<file path="src/include/rld_pkg.sv">
// Package for the resistor-ladder reference control block
// Assumes one system clock; register offsets here are local indices on the plain port
package rld_pkg;
  // ****************************************
  // Register map
  // ****************************************
  localparam logic [3:0] RLD_CONTROL_OFF = 4'h0;
  localparam logic [3:0] RLD_LEVEL_OFF   = 4'h1;
  // ****************************************
  // Field positions and masks
  // ****************************************
  localparam int         RLD_EN_BIT      = 7;
  localparam int         RLD_LPS_BIT     = 6;
  localparam int         RLD_OE_BIT      = 5;
  localparam int         RLD_PSS_LSB     = 2;
  localparam int         RLD_NSS_BIT     = 0;
  localparam logic [7:0] RLD_CONTROL_MSK = 8'hed;
  localparam logic [7:0] RLD_LEVEL_MSK   = 8'h1f;
  localparam logic [7:0] RLD_CONTROL_RST = 8'h00;
  localparam logic [7:0] RLD_LEVEL_RST   = 8'h00;
  localparam int         RLD_CODE_W      = 5;
  localparam int         RLD_LEVELS      = 32;
  // ****************************************
  // Source encodings
  // ****************************************
  typedef enum logic [1:0] {
    RLD_PSRC_SUPPLY = 2'b00,
    RLD_PSRC_EXTREF = 2'b01,
    RLD_PSRC_FIXED  = 2'b10,
    RLD_PSRC_RSVD   = 2'b11
  } rld_psrc_type;
endpackage : rld_pkg

</file>
<file path="src/design/rld_ladder_control.sv">
// Register file and switch control of the resistor-ladder reference
// Assumes a plain register port, synchronous pins and one 125 MHz clock
`timescale 1ns/1ps
module rld_ladder_control
  import rld_pkg::*;
#(
  parameter int CODE_W = RLD_CODE_W
) (
  input  wire logic                   ref_clk,
  input  wire logic                   rst,
  input  wire logic [3:0]             reg_addr,
  input  wire logic [7:0]             reg_wdata,
  input  wire logic                   reg_wr,
  input  wire logic                   reg_rd,
  output logic      [7:0]             reg_rdata,
  input  wire logic                   pin_digital_in,
  input  wire logic                   pin_port_out,
  input  wire logic                   pin_port_oe_n,
  output logic                        pin_read_value,
  output logic                        pin_drv_out,
  output logic                        pin_drv_oe_n,
  output logic                        pin_input_enable,
  output logic                        pin_analog_connect,
  output logic                        ladder_active,
  output logic                        pos_end_connect,
  output logic                        neg_end_connect,
  output logic      [1:0]             positive_source_select,
  output logic                        negative_source_select,
  output logic      [CODE_W-1:0]      level_code,
  output logic      [(1<<CODE_W)-1:0] tap_sel,
  output logic                        comparator_ref_valid,
  output logic                        converter_ch_valid
);
  // ****************************************
  // Decode helpers
  // ****************************************
  // Strobe qualified by register index; shared by both register writes
  function automatic logic rld_hit(input logic strobe, input logic [3:0] addr,
                                   input logic [3:0] off);
    return strobe && addr == off;
  endfunction : rld_hit

  // ****************************************
  // Registers
  // ****************************************
  logic [7:0] ref_ladder_control_r;
  logic [7:0] ref_ladder_level_r;
  logic [7:0] reg_rdata_r;

  // Control register; no sleep input exists, so wake leaves it as is
  always_ff @(posedge ref_clk or posedge rst) begin
    if (rst) begin
      ref_ladder_control_r <= RLD_CONTROL_RST;
    end else if (rld_hit(reg_wr, reg_addr, RLD_CONTROL_OFF)) begin
      ref_ladder_control_r <= reg_wdata & RLD_CONTROL_MSK;
    end
  end

  // Level register, five bits used
  always_ff @(posedge ref_clk or posedge rst) begin
    if (rst) begin
      ref_ladder_level_r <= RLD_LEVEL_RST;
    end else if (rld_hit(reg_wr, reg_addr, RLD_LEVEL_OFF)) begin
      ref_ladder_level_r <= reg_wdata & RLD_LEVEL_MSK;
    end
  end

  // Read data one cycle after the strobe, zero elsewhere
  always_ff @(posedge ref_clk or posedge rst) begin
    if (rst) begin
      reg_rdata_r <= 8'h00;
    end else if (reg_rd) begin
      unique case (reg_addr)
        RLD_CONTROL_OFF: reg_rdata_r <= ref_ladder_control_r;
        RLD_LEVEL_OFF:   reg_rdata_r <= ref_ladder_level_r;
        default:         reg_rdata_r <= 8'h00;
      endcase
    end else begin
      reg_rdata_r <= 8'h00;
    end
  end
  assign reg_rdata = reg_rdata_r;

  // ****************************************
  // Ladder control
  // ****************************************
  logic en;
  logic lps;
  logic oe;
  assign en  = ref_ladder_control_r[RLD_EN_BIT];
  assign lps = ref_ladder_control_r[RLD_LPS_BIT];
  assign oe  = ref_ladder_control_r[RLD_OE_BIT];

  assign ladder_active          = en;
  assign level_code             = ref_ladder_level_r[CODE_W-1:0];
  assign positive_source_select = ref_ladder_control_r[RLD_PSS_LSB +: 2];
  assign negative_source_select = ref_ladder_control_r[RLD_NSS_BIT];
  // Disabled ladder keeps one end tied so the output clamps with no current
  assign pos_end_connect = en | lps;
  assign neg_end_connect = en | ~lps;

  // Tap selection stays live while disabled so the clamp passes the end
  rld_switch_decode #(.CODE_W(CODE_W)) u_dec (
    .code    (level_code),
    .active  (1'b1),
    .tap_sel (tap_sel)
  );

  // Level fans out to comparator, converter channel and pin
  assign comparator_ref_valid = en | ~lps | lps;
  assign converter_ch_valid   = comparator_ref_valid;

  // ****************************************
  // Output pin override
  // ****************************************
  assign pin_analog_connect = oe;
  // Output enable is low while driving; forced high to release the pin
  assign pin_drv_oe_n     = oe ? 1'b1 : pin_port_oe_n;
  assign pin_drv_out      = oe ? 1'b0 : pin_port_out;
  assign pin_input_enable = ~oe;
  assign pin_read_value   = oe ? 1'b0 : pin_digital_in;

  // ****************************************
  // Checks
  // ****************************************
  property p_write_ctrl;
    @(posedge ref_clk) disable iff (rst)
    reg_wr && reg_addr == RLD_CONTROL_OFF |=>
      ref_ladder_control_r == ($past(reg_wdata) & RLD_CONTROL_MSK);
  endproperty
  a_write_ctrl: assert property (p_write_ctrl) else $error("control write lost");

  property p_read_level;
    @(posedge ref_clk) disable iff (rst)
    reg_rd && reg_addr == RLD_LEVEL_OFF && !reg_wr |=> reg_rdata == {3'b000, level_code};
  endproperty
  a_read_level: assert property (p_read_level) else $error("level readback wrong");

  property p_unimpl_zero;
    @(posedge ref_clk) disable iff (rst)
    ref_ladder_control_r[4] == 1'b0 && ref_ladder_control_r[1] == 1'b0 &&
      ref_ladder_level_r[7:5] == 3'b000;
  endproperty
  a_unimpl_zero: assert property (p_unimpl_zero) else $error("unimplemented bit set");

  property p_enable;
    @(posedge ref_clk) disable iff (rst)
    ladder_active == ref_ladder_control_r[RLD_EN_BIT];
  endproperty
  a_enable: assert property (p_enable) else $error("ladder active mismatch");

  property p_pin_read;
    @(posedge ref_clk) disable iff (rst)
    pin_analog_connect |-> !pin_read_value && pin_drv_oe_n && !pin_input_enable;
  endproperty
  a_pin_read: assert property (p_pin_read) else $error("pin not overridden");

  property p_pin_route;
    @(posedge ref_clk) disable iff (rst)
    reg_wr && reg_addr == RLD_CONTROL_OFF && reg_wdata[RLD_OE_BIT] |=> pin_analog_connect;
  endproperty
  a_pin_route: assert property (p_pin_route) else $error("pin not routed");

  property p_low_power;
    @(posedge ref_clk) disable iff (rst)
    !en |-> (lps ? !neg_end_connect && pos_end_connect : !pos_end_connect && neg_end_connect);
  endproperty
  a_low_power: assert property (p_low_power) else $error("wrong end disconnected");

  property p_tap;
    @(posedge ref_clk) disable iff (rst)
    tap_sel == (32'h1 << level_code);
  endproperty
  a_tap: assert property (p_tap) else $error("tap select wrong");

  property p_reset_clear;
    @(posedge ref_clk) $fell(rst) |-> !ladder_active && !pin_analog_connect && level_code == 5'h00;
  endproperty
  a_reset_clear: assert property (p_reset_clear) else $error("reset state wrong");

  // ****************************************
  // Register port checks
  // ****************************************
  // Level write lands at the edge after the strobe, upper bits dropped
  property p_write_level;
    @(posedge ref_clk) disable iff (rst)
    reg_wr && reg_addr == RLD_LEVEL_OFF |=>
      ref_ladder_level_r == ($past(reg_wdata) & RLD_LEVEL_MSK);
  endproperty
  a_write_level: assert property (p_write_level) else $error("level write lost");

  // Control readback shows the value held at the read edge
  property p_read_ctrl;
    @(posedge ref_clk) disable iff (rst)
    reg_rd && reg_addr == RLD_CONTROL_OFF && !reg_wr |=>
      reg_rdata == $past(ref_ladder_control_r);
  endproperty
  a_read_ctrl: assert property (p_read_ctrl) else $error("control readback wrong");

  // Unmapped indices read as zero
  property p_read_unmapped;
    @(posedge ref_clk) disable iff (rst)
    reg_rd && reg_addr != RLD_CONTROL_OFF && reg_addr != RLD_LEVEL_OFF |=>
      reg_rdata == 8'h00;
  endproperty
  a_read_unmapped: assert property (p_read_unmapped) else $error("unmapped read not zero");

  // Read data stand only one cycle; a bus without a strobe sees zero
  property p_rdata_idle;
    @(posedge ref_clk) disable iff (rst)
    !reg_rd |=> reg_rdata == 8'h00;
  endproperty
  a_rdata_idle: assert property (p_rdata_idle) else $error("read data lingered");

  // Unimplemented control bits never appear on the read bus
  property p_ctrl_read_unimpl;
    @(posedge ref_clk) disable iff (rst)
    reg_rd && reg_addr == RLD_CONTROL_OFF |=> reg_rdata[4] == 1'b0 && reg_rdata[1] == 1'b0;
  endproperty
  a_ctrl_read_unimpl: assert property (p_ctrl_read_unimpl) else $error("control pad bit");

  // Upper level bits read back as zero
  property p_level_read_unimpl;
    @(posedge ref_clk) disable iff (rst)
    reg_rd && reg_addr == RLD_LEVEL_OFF |=> reg_rdata[7:5] == 3'b000;
  endproperty
  a_level_read_unimpl: assert property (p_level_read_unimpl) else $error("level pad bit");

  // Nothing but a control write may touch the control settings, sleep included
  property p_ctrl_hold;
    @(posedge ref_clk) disable iff (rst)
    !(reg_wr && reg_addr == RLD_CONTROL_OFF) |=> $stable(ref_ladder_control_r);
  endproperty
  a_ctrl_hold: assert property (p_ctrl_hold) else $error("control changed unasked");

  // The level code holds between level writes
  property p_level_hold;
    @(posedge ref_clk) disable iff (rst)
    !(reg_wr && reg_addr == RLD_LEVEL_OFF) |=> $stable(level_code);
  endproperty
  a_level_hold: assert property (p_level_hold) else $error("level changed unasked");

  // ****************************************
  // Ladder and pin checks
  // ****************************************
  // Written enable bit reaches the ladder at the next edge
  property p_enable_write;
    @(posedge ref_clk) disable iff (rst)
    reg_wr && reg_addr == RLD_CONTROL_OFF |=> ladder_active == $past(reg_wdata[RLD_EN_BIT]);
  endproperty
  a_enable_write: assert property (p_enable_write) else $error("enable not applied");

  // Written level code reaches the tap decoder at the next edge
  property p_level_write;
    @(posedge ref_clk) disable iff (rst)
    reg_wr && reg_addr == RLD_LEVEL_OFF |=> level_code == $past(reg_wdata[CODE_W-1:0]);
  endproperty
  a_level_write: assert property (p_level_write) else $error("level not applied");

  // Exactly one tap is closed at all times
  property p_tap_onehot;
    @(posedge ref_clk) disable iff (rst)
    $onehot(tap_sel);
  endproperty
  a_tap_onehot: assert property (p_tap_onehot) else $error("tap not one-hot");

  // Source selections follow the written control word
  property p_src_select;
    @(posedge ref_clk) disable iff (rst)
    reg_wr && reg_addr == RLD_CONTROL_OFF |=>
      positive_source_select == $past(reg_wdata[RLD_PSS_LSB +: 2]) &&
      negative_source_select == $past(reg_wdata[RLD_NSS_BIT]);
  endproperty
  a_src_select: assert property (p_src_select) else $error("source select wrong");

  // An enabled ladder keeps both ends tied, so the output is ratiometric
  property p_enabled_ends;
    @(posedge ref_clk) disable iff (rst)
    ladder_active |-> pos_end_connect && neg_end_connect;
  endproperty
  a_enabled_ends: assert property (p_enabled_ends) else $error("end open while enabled");

  // High clamp: only the positive end tied and the top tap closed
  property p_clamp_pos;
    @(posedge ref_clk) disable iff (rst)
    !ladder_active && lps && level_code == '1 |->
      pos_end_connect && !neg_end_connect && tap_sel[(1<<CODE_W)-1];
  endproperty
  a_clamp_pos: assert property (p_clamp_pos) else $error("high clamp wrong");

  // Low clamp: only the negative end tied and the bottom tap closed
  property p_clamp_neg;
    @(posedge ref_clk) disable iff (rst)
    !ladder_active && !lps && level_code == '0 |->
      !pos_end_connect && neg_end_connect && tap_sel[0];
  endproperty
  a_clamp_neg: assert property (p_clamp_neg) else $error("low clamp wrong");

  // The level always reaches comparator and converter channel
  property p_fanout;
    @(posedge ref_clk) disable iff (rst)
    comparator_ref_valid && converter_ch_valid;
  endproperty
  a_fanout: assert property (p_fanout) else $error("level not fanned out");

  // Clearing the pin enable hands the pin back to the port logic
  property p_pin_route_off;
    @(posedge ref_clk) disable iff (rst)
    reg_wr && reg_addr == RLD_CONTROL_OFF && !reg_wdata[RLD_OE_BIT] |=> !pin_analog_connect;
  endproperty
  a_pin_route_off: assert property (p_pin_route_off) else $error("pin not released");

  // A released pin passes the port logic through untouched
  property p_pin_release;
    @(posedge ref_clk) disable iff (rst)
    !pin_analog_connect |-> pin_drv_oe_n == pin_port_oe_n && pin_drv_out == pin_port_out &&
      pin_input_enable && pin_read_value == pin_digital_in;
  endproperty
  a_pin_release: assert property (p_pin_release) else $error("pin path blocked");

  // The digital driver stays quiet while the pin carries the level
  property p_pin_drive_off;
    @(posedge ref_clk) disable iff (rst)
    pin_analog_connect |-> !pin_drv_out;
  endproperty
  a_pin_drive_off: assert property (p_pin_drive_off) else $error("pin driven digitally");

  // Right after reset the pin is digital again
  property p_reset_pin;
    @(posedge ref_clk) $fell(rst) |-> pin_input_enable && pin_read_value == pin_digital_in;
  endproperty
  a_reset_pin: assert property (p_reset_pin) else $error("pin held after reset");

  c_enable:  cover property (@(posedge ref_clk) disable iff (rst) $rose(ladder_active));
  c_pin:     cover property (@(posedge ref_clk) disable iff (rst) $rose(pin_analog_connect));
  c_clamp_p: cover property (@(posedge ref_clk) disable iff (rst) !en && lps && level_code == 5'h1f);
  c_clamp_n: cover property (@(posedge ref_clk) disable iff (rst) !en && !lps && level_code == 5'h00);
endmodule : rld_ladder_control

</file>
<file path="src/design/rld_switch_decode.sv">
// One-hot ladder tap decoder for the analog switch array
// Assumes the tap code is registered upstream
`timescale 1ns/1ps
module rld_switch_decode
  import rld_pkg::*;
#(
  parameter int CODE_W = RLD_CODE_W
) (
  input  wire logic [CODE_W-1:0]    code,
  input  wire logic                 active,
  output logic      [(1<<CODE_W)-1:0] tap_sel
);
  // One tap closed per code; all open when active is low
  always_comb begin
    tap_sel = '0;
    if (active) begin
      tap_sel[code] = 1'b1;
    end
  end
endmodule : rld_switch_decode

</file>
<file path="config.mk">
export PLATFORM = sky130hd
export DESIGN_NAME = rld_ladder_control
export DESIGN_NICKNAME = d
export VERILOG_FILES = /design/src/include/rld_pkg.sv /design/src/design/rld_ladder_control.sv /design/src/design/rld_switch_decode.sv
export SDC_FILE = /design/constraint.sdc
export NUM_CORES = 1
export LEC_CHECK = 0
export ABC_AREA = 1
export BUFFER_PORTS_ARGS = -buffer_cell sky130_fd_sc_hd__buf_4
export CAP_MARGIN = 5
export CELL_PAD_IN_SITES_DETAIL_PLACEMENT = 0
export CELL_PAD_IN_SITES_GLOBAL_PLACEMENT = 2
export CORE_UTILIZATION = 22
export DETAILED_ROUTE_END_ITERATION = 16
export PLACE_DENSITY = 0.83
export SLEW_MARGIN = 0
export SYNTH_ARGS = -nofsm -noshare
export SYNTH_HDL_FRONTEND = slang
export SYNTH_SLANG_ARGS = --single-unit
</file>
<file path="constraint.sdc">
create_clock -name ref_clk -period 2.4 [get_ports ref_clk]
set_clock_uncertainty 0.05 [all_clocks]
set_input_delay 0.48 -clock ref_clk [delete_from_list [all_inputs] [get_ports ref_clk]]
set_output_delay 0.48 -clock ref_clk [all_outputs]
set_load 0.05 [all_outputs]
</file>
==> run_results.csv, run 1 <==
group,metric,value,unit
status,status,"completed",
yosys,synth_edf_count,0,
grt,grt_pass1_wl,5450,µm
timing,final_hold_viol_count,0,
power,power.density,761,nW/µm²
yosys,fraction_of_registers_with_async_set_or_reset_after_synthesis,100,%
clock_network,tritoncts_num_sinks,19,
yosys,synth_common_cells,"35 x nor2_1, 33 x nand2_1, 19 x dfrtp_1",
yosys,cell_count_after_synthesis,147,
layout,storage_element_area,475,µm²
worst_hold_path,worst_hold_path_type,"primary input to asynchronous set/reset pin",
power,power.leakage,0.933,nW
place,place_congestion,0.722,
yosys,synth_cell_types,15,
yosys,ys_ff_latch,19,
yosys,netlist.top_cell.by_area,"dfrtp_1",
grt,global_route.overflow_total,0,
run,drv.max_cap_violation_count,0,
routing,routed_antenna_nets,0,
yosys,yosysWarningCount,0,
critical_path,cp_max_fo,8,
timing,unrepaired_setup_endpoints_after_global_routing,"no",
timing,period_needed,1.92,ns
clock_network,ctsLongestPathBuffers,2,
critical_path,timing.setup.critical_path_class,"flop to output port",
clock_network,postCtsSetupBuffers,0,
clock_network,tritoncts_clock_tree,"built",
floorplanning,fp-row-count,25,
timing,maximum_frequency_from_static_timing_analysis,520,MHz
layout,layoutNonFillerInstCount,286,
grt,grt_pass1_vias,1083,
routing,detail_route.wirelength,3410,µm
yosys,cell_area_after_technology_mapping,1110,µm²
floorplanning,initial_core_util,23.2,%
place,detailed_place_hpwl,2610,µm
layout,final_net_count,239,
grt,grt_usage,13.1,%
critical_path,critical_path.startpoint,"ref_ladder_level_r[1]",
clock_network,hold_buffers,0,
clock_network,cts_max_level,1,
clock_network,post_cts.resized_instances,0,
critical_path,endpoint_kind,"output port",
yosys,synth.area.top_cells,"dfrtp_1 43%, nor2_1 12%, nand2_1 11%",
timing,slew_violations,0,
yosys,synth_top_flop_cell,"dfrtp_1",
layout,post_route_cells_drive_above_1_share,41.6,%
timing,final.setup.worst_slack,0.476,ns
floorplanning,io-pin-count,77,
timing,worst_slew_pin_slew,0.716,ns
critical_path,reg2reg_from,"ref_ladder_level_r[3]",
place,dpl_cell_area,1690,µm²
clock_network,clk_latency,0.25,ns
yosys,synth.yosys.seq_area_share,42.8,%
timing,setup_viol,0,
layout,fin_util,36.2,%
clock_network,cts_buffers,3,
power,ir_worst_vdd,0.233,mV
routing,drc,0,
floorplanning,die_x,73.1,µm
place,preCtsSetupSlack,0.752,ns
floorplanning,design.die.area,5340,µm²
critical_path,cp-start-kind,"flop",
clock_network,cts.clk_slew.worst_paths,0.07,ns
routing,drt_pass1_iterations,4,
critical_path,worst_path_required_time,1.87,ns
critical_path,worstPathArrival,1.39,ns
grt,antenna_found_initial,0,
routing,route.detailed.vias_per_inst,4.24,
clock_network,cts_root_buffer,"clkbuf_8",
yosys,synth_area_per_cell,7.56,µm²
layout,post_route_standard_cell_area_excluding_fillers,1730,µm²
layout,insertedDiodeCount,0,
place,place_inst,282,
timing,worst_slew_margin_rel,52.2,%
routing,wire_per_inst,11.9,µm
grt,grt_max_degree,20,
power,p_total,1.32,mW
yosys,synth_top_cell_area_share,42.8,%
timing,timing.hold.ws,0.295,ns
timing,tns_setup,0,ns
timing,final_min_period_over_clock_period,80.2,%
place,portBuffers,74,
layout,area_growth_syn_to_layout,56.1,%
routing,drt_first_iter_violations,76,
floorplanning,die_height,73.1,µm
layout,multi_input_area,507,µm²
floorplanning,design.core.area,4790,µm²
layout,num-fill-cells,531,
routing,vias,1214,
yosys,count_leader_synth,"nor2_1",
==> cell families after synthesis <==
kind of cell / synth area share (%)
AND/OR/NAND/NOR: 44.9
buffers and inverters: 11.9
other: 0.338
flip-flops: 42.8
==> power by group <==
part	switching [mW]	internal [mW]
combinational	0.505	0.178
sequential	0.0571	0.360
clock	0.102	0.118
==> registers in the layout, summed over array words and instances (netlist names) <==
register,cells
reg_rdata,8
ref_ladder_level_r,5
ref_ladder_control_r,6
==> worst max-delay path, cell delays in order (launching register included) <==
cell and delay (ns):
dfrtp_1 0.43, inv_1 0.12, nand2_1 0.21, nor2_1 0.17
buf_4 0.21
==> final cells by class <==
cell class,instances,share of cell area (%)
multi-input combinational,107,29.2
timing repair buffer,77,33.3
tap,67,4.83
clock buffer,4,2.60
inverter,12,2.60
sequential,19,27.4
==> path summary, 6_finish.rpt <==
check / cells past startpoint / slack, ns / endpoint
max: 4 / 0.48 / tap_sel[17]
min: 2 / 0.30 / reg_rdata[5]
max reg2reg: 2 / 1.55 / reg_rdata[3]
min reg2reg: 2 / 0.46 / ref_ladder_control_r[6]
max in group asynchronous: 2 / 1.55 / reg_rdata[0]
min in group ref_clk: 3 / 0.43 / ref_ladder_control_r[6]
==> cells in the final DEF, fill, tap and decap left out <==
cell type,count
buf_4,77
nor2_1,35
nand2_1,33
dfrtp_1,19
nand4_1,17
inv_1,12
nand3_1,9
nor2_2,6
clkbuf_8,3
nand3_2,2
conb_1,2
nor2_4,1
nand3_4,1
or2_2,1
clkbuf_1,1
==> routing by layer <==
metal	share of wire, %	vias up	GRT usage, %
met4	1.7	0	4.36
met5	0	-	0
met2	52	32	21.1
li1	-	608	-
met1	43	570	17.3
met3	3.6	4	2.62
Note: power is estimated with default switching activity, not from simulation.
==> run 2, diff against run 1 <==
Settings changed: CORE_UTILIZATION 22 to 18, PLACE_DENSITY 0.83 to 0.72.
Clock period 2.4 ns to 1.6 ns, I/O delays scaled along.
==> run_results.csv, run 2 (synthesized netlist as in run 1, its figures left out) <==
group,metric,value,unit
layout,insertedDiodeCount,0,
timing,period_needed,1.71,ns
routing,detail_route.wirelength,3910,µm
power,ir_worst_vdd,0.340,mV
grt,grt_max_degree,20,
timing,unrepaired_setup_endpoints_after_global_routing,"yes",
place,place_inst,300,
layout,largest_register_ffs,8,
grt,global_route.overflow_total,0,
critical_path,critical_r2r_capture,"reg_rdata[3]",
status,status,"finished with violations",
grt,grt_pass1_wl,6240,µm
grt,antenna_found_initial,0,
floorplanning,design.die.area,6490,µm²
critical_path,worst-r2r-setup-slack,0.60,ns
routing,routed_antenna_nets,0,
critical_path,cp_max_fo,5,
routing,route.detailed.vias_per_inst,4.11,
critical_path,cp-start-kind,"flop",
routing,vias,1286,
floorplanning,io-pin-count,77,
layout,post_route_cells_drive_above_1_share,69.3,%
power,power.density,1020,nW/µm²
place,place_congestion,0.692,
timing,final_min_period_over_clock_period,107,%
routing,wire_per_inst,12.5,µm
floorplanning,die_height,80.6,µm
floorplanning,fp-row-count,28,
critical_path,timing.setup.critical_path_class,"flop to output port",
layout,final_net_count,258,
timing,final_hold_viol_count,0,
clock_network,tritoncts_num_sinks,19,
clock_network,clk_latency,0.26,ns
layout,most_common_cell_after_layout_fill_and_taps_aside,"buf_4",
timing,slew_violations,0,
grt,grt_usage,12.6,%
place,preCtsSetupSlack,0.0912,ns
layout,most-common-layout-cells,"59 x buf_4, 33 x nor2_4, 29 x nand2_1",
place,detailed_place_hpwl,2980,µm
critical_path,reg2reg_from,"ref_ladder_level_r[3]",
timing,final.setup.worst_slack,-0.106,ns
grt,grt_pass1_vias,1211,
floorplanning,die_x,80.6,µm
worst_hold_path,worst_hold_path_type,"primary input to asynchronous set/reset pin",
clock_network,hold_buffers,0,
critical_path,reg2regPathDepth,3,
run,drv.max_cap_violation_count,0,
routing,drt_pass1_iterations,4,
layout,area_growth_syn_to_layout,130,%
layout,layoutNonFillerInstCount,313,
routing,drc,0,
critical_path,worstPathArrival,1.34,ns
status,failing_checks,"negative setup slack",
place,portBuffers,74,
power,power.leakage,1.12,nW
critical_path,worst_path_required_time,1.23,ns
layout,num-fill-cells,568,
routing,drt_first_iter_violations,53,
timing,maximum_frequency_from_static_timing_analysis,586,MHz
clock_network,ctsLongestPathBuffers,2,
timing,setup_viol,32,
critical_path,endpoint_kind,"output port",
critical_path,critical_path.startpoint,"ref_ladder_level_r[3]",
clock_network,cts_buffers,3,
clock_network,cts_max_level,1,
floorplanning,initial_core_util,18.8,%
clock_network,tritoncts_clock_tree,"built",
floorplanning,design.core.area,5920,µm²
clock_network,cts.clk_slew.worst_paths,0.07,ns
clock_network,cts_root_buffer,"clkbuf_8",
## run 2: cell types whose count changed in the layout (fill, tap and decap cells not counted), sizes merged
| cell | change |
|---|---|
| clkbuf | -1 |
| clkinv | +1 |
| buf | +19 |
## run 2: worst max path at each step
stage | end | slack [ns] | cells after the start
3_5_place_dp | tap_sel[29] | 0.09 | 4
2_1_floorplan | pin_drv_out | -0.09 | 1
6_report | tap_sel[21] | -0.11 | 4
3_3_place_gp | tap_sel[4] | 0.09 | 4
5_1_grt | tap_sel[22] | -0.15 | 4
4_1_cts | tap_sel[25] | -0.12 | 4
## run 2: final cells by class
cell class | count | area (µm²) | share of cell area, %
Tap cell | 75 | 93.8 | 3.68
Sequential cell | 19 | 489 | 19.2
Multi-Input combinational cell | 107 | 903 | 35.4
Inverter | 12 | 72.6 | 2.84
Clock buffer | 3 | 41.3 | 1.62
Clock inverter | 1 | 5.00 | 0.196
Timing Repair Buffer | 96 | 947 | 37.1
## run 2: what timing repair did
item,4_1_cts,5_1_grt
setup endpoints to repair,32,32
pin swaps,23,12
gates resized for setup,52,20
gates cloned,0,0
setup buffers,7,2
## run 2: metal layers
layer | routed length (µm) | GRT usage (%) | share of wire [%]
met5 | 0 | 0 | 0
met4 | 26 | 3.75 | 0.67
met3 | 114 | 2.05 | 2.9
met2 | 2110 | 21.1 | 54
met1 | 1660 | 16.4 | 42
## run 2: critical path: stages (launching register included)
cell and delay [ns]:
dfrtp_4 0.54, inv_8 0.11, nand3_4 0.14, nor2_4 0.14, buf_8 0.15
## run 2: report_power, final
part | total, mW | internal [mW] | switching [mW] | leakage (nW)
sequential | 0.642 | 0.553 | 0.0896 | 0.245
combinational | 1.63 | 0.547 | 1.09 | 0.850
clock | 0.333 | 0.173 | 0.160 | 0.0255
total | 2.61 | 1.27 | 1.34 | 1.12
## run 2: stage by stage
stage                     util [%]  hold slack, ns  setup TNS, ns  area (µm²)  power (mW)
after floorplan                  -           0.221         -0.294        1490        1.69
after global placement        36.6           0.317              0        2170        2.08
after detailed placement      36.6           0.321              0        2170        2.08
after CTS                     41.6          0.0349          -3.06        2460        2.60
after global routing          43.1          0.0542          -4.19        2550        2.74
final                         43.1          0.0327          -2.52        2550        2.61
==> run 3, diff against run 2 <==
--- a/constraint.sdc
+++ b/constraint.sdc
@@ -3,3 +3,3 @@
 set_input_delay 0.32 -clock ref_clk [delete_from_list [all_inputs] [get_ports ref_clk]]
 set_output_delay 0.32 -clock ref_clk [all_outputs]
-set_load 0.05 [all_outputs]
+set_load 0.02 [all_outputs]
==> run_results.csv, run 3 (synthesized netlist as in run 1, its figures left out) <==
group,metric,value,unit
timing,period_needed,1.60,ns
layout,insertedDiodeCount,0,
timing,timing.hold.ws,0.0330,ns
power,power.leakage,1.02,nW
timing,maximum_frequency_from_static_timing_analysis,623,MHz
layout,most-common-layout-cells,"84 x buf_4, 29 x nand2_1, 22 x nor2_1",
grt,grt_pass1_vias,1179,
floorplanning,design.core.area,5920,µm²
grt,grt_max_degree,20,
clock_network,cts.clk_slew.worst_paths,0.07,ns
run,drv.max_cap_violation_count,0,
grt,antenna_found_initial,0,
timing,tns_setup,-0.00766,ns
timing,slew_violations,0,
layout,most_common_cell_after_layout_fill_and_taps_aside,"buf_4",
grt,grt_usage,11.9,%
timing,final_hold_viol_count,0,
place,place_inst,292,
layout,fin_util,34.4,%
place,portBuffers,74,
layout,area_growth_syn_to_layout,83.4,%
layout,largest_register_ffs,8,
clock_network,tritoncts_clock_tree,"built",
critical_path,cp_max_fo,6,
power,seq_power_share,32.6,%
floorplanning,die_x,80.6,µm
routing,drt_pass1_iterations,4,
power,ir_worst_vdd,0.308,mV
timing,final_min_period_over_clock_period,100,%
routing,detail_route.wirelength,3900,µm
status,status,"finished with violations",
routing,routed_antenna_nets,0,
floorplanning,die_height,80.6,µm
grt,grt_pass1_wl,5910,µm
place,detailed_place_hpwl,2870,µm
power,clock_power_share,17.1,%
place,place_congestion,0.695,
clock_network,ctsLongestPathBuffers,2,
layout,multi_input_area,651,µm²
power,p_total,1.94,mW
critical_path,timing.setup.critical_path_class,"flop to output port",
routing,wire_per_inst,12.7,µm
critical_path,cp-start-kind,"flop",
clock_network,cts_root_buffer,"clkbuf_8",
grt,global_route.overflow_total,0,
power,power.switching_fraction,42.3,%
status,failing_checks,"negative setup slack",
critical_path,worstPathArrival,1.23,ns
power,switching_power,821,µW
layout,storage_element_area,482,µm²
critical_path,endpoint_kind,"output port",
layout,num-fill-cells,638,
timing,unrepaired_setup_endpoints_after_global_routing,"yes",
floorplanning,design.die.area,6490,µm²
power,internal-power,1.12,mW
floorplanning,fp-row-count,28,
power,power.density,953,nW/µm²
clock_network,hold_buffers,0,
layout,final_net_count,253,
clock_network,tritoncts_num_sinks,19,
worst_hold_path,worst_hold_path_type,"primary input to asynchronous set/reset pin",
floorplanning,io-pin-count,77,
timing,final.setup.worst_slack,-0.00422,ns
routing,vias,1256,
layout,post_route_cells_drive_above_1_share,60.1,%
layout,post_route_standard_cell_area_excluding_fillers,2040,µm²
power,power_frac_comb,50.3,%
clock_network,cts_buffers,3,
routing,route.detailed.vias_per_inst,4.08,
place,preCtsSetupSlack,0.144,ns
layout,layoutNonFillerInstCount,308,
place,dpl_cell_area,1710,µm²
floorplanning,initial_core_util,18.8,%
clock_network,cts_max_level,1,
routing,drc,0,
routing,drt_first_iter_violations,66,
critical_path,worst_path_required_time,1.23,ns
clock_network,clk_latency,0.25,ns
timing,setup_viol,3,
[run 3: worst paths after layout]
| kind | end | slack [ns] | cells after the start | startpoint |
|---|---|---|---|---|
| max | tap_sel[17] | -0.004 | 4 | ref_ladder_level_r[3] |
| min in group ref_clk | ref_ladder_control_r[6] | 0.26 | 3 | reg_wdata[6] |
| min reg2reg | ref_ladder_control_r[0] | 0.46 | 2 | ref_ladder_control_r[0] |
| min | ref_ladder_control_r[6] | 0.03 | 3 | rst |
| max reg2reg | reg_rdata[3] | 0.65 | 3 | ref_ladder_level_r[3] |
| max in group asynchronous | ref_ladder_level_r[2] | 1.25 | 3 | rst |
[run 3: layout make-up]
type	count	area share, %
clock buffers	4	2.21
flip-flops and latches	19	23.6
inverters	12	2.82
repair buffers	91	34.8
well taps	75	4.60
multi-input cells	107	31.9
[run 3: power by group through the flow]
stage               Sequential (mW)  Clock, mW  Combinational [mW]
floorplan                     0.665          0               0.376
global placement              0.624          0               0.741
detailed placement            0.626          0               0.730
CTS                           0.615      0.340               0.818
global route                  0.645      0.367                1.06
finish                        0.634      0.333               0.976
[run 3: critical path: stages (launching register included)]
cell,delay (ns)
dfrtp_2,0.48
inv_4,0.11
nand3_2,0.12
nor2_1,0.11
buf_4,0.15
[run 3: timing repair]
item	4_1_cts	5_1_grt
setup buffers	7	5
setup endpoints to repair	32	32
gates resized for setup	14	43
cloned	0	0
pin swaps	0	4
[run 3: layer usage]
layer  vias up  GRT usage (%)  part of all wire, %
li1        639              -                    -
met1       578           14.6                   41
met2        31           20.3                   53
met3         8           2.05                  3.1
met4         0           5.18                  3.2
met5         -              0                    0
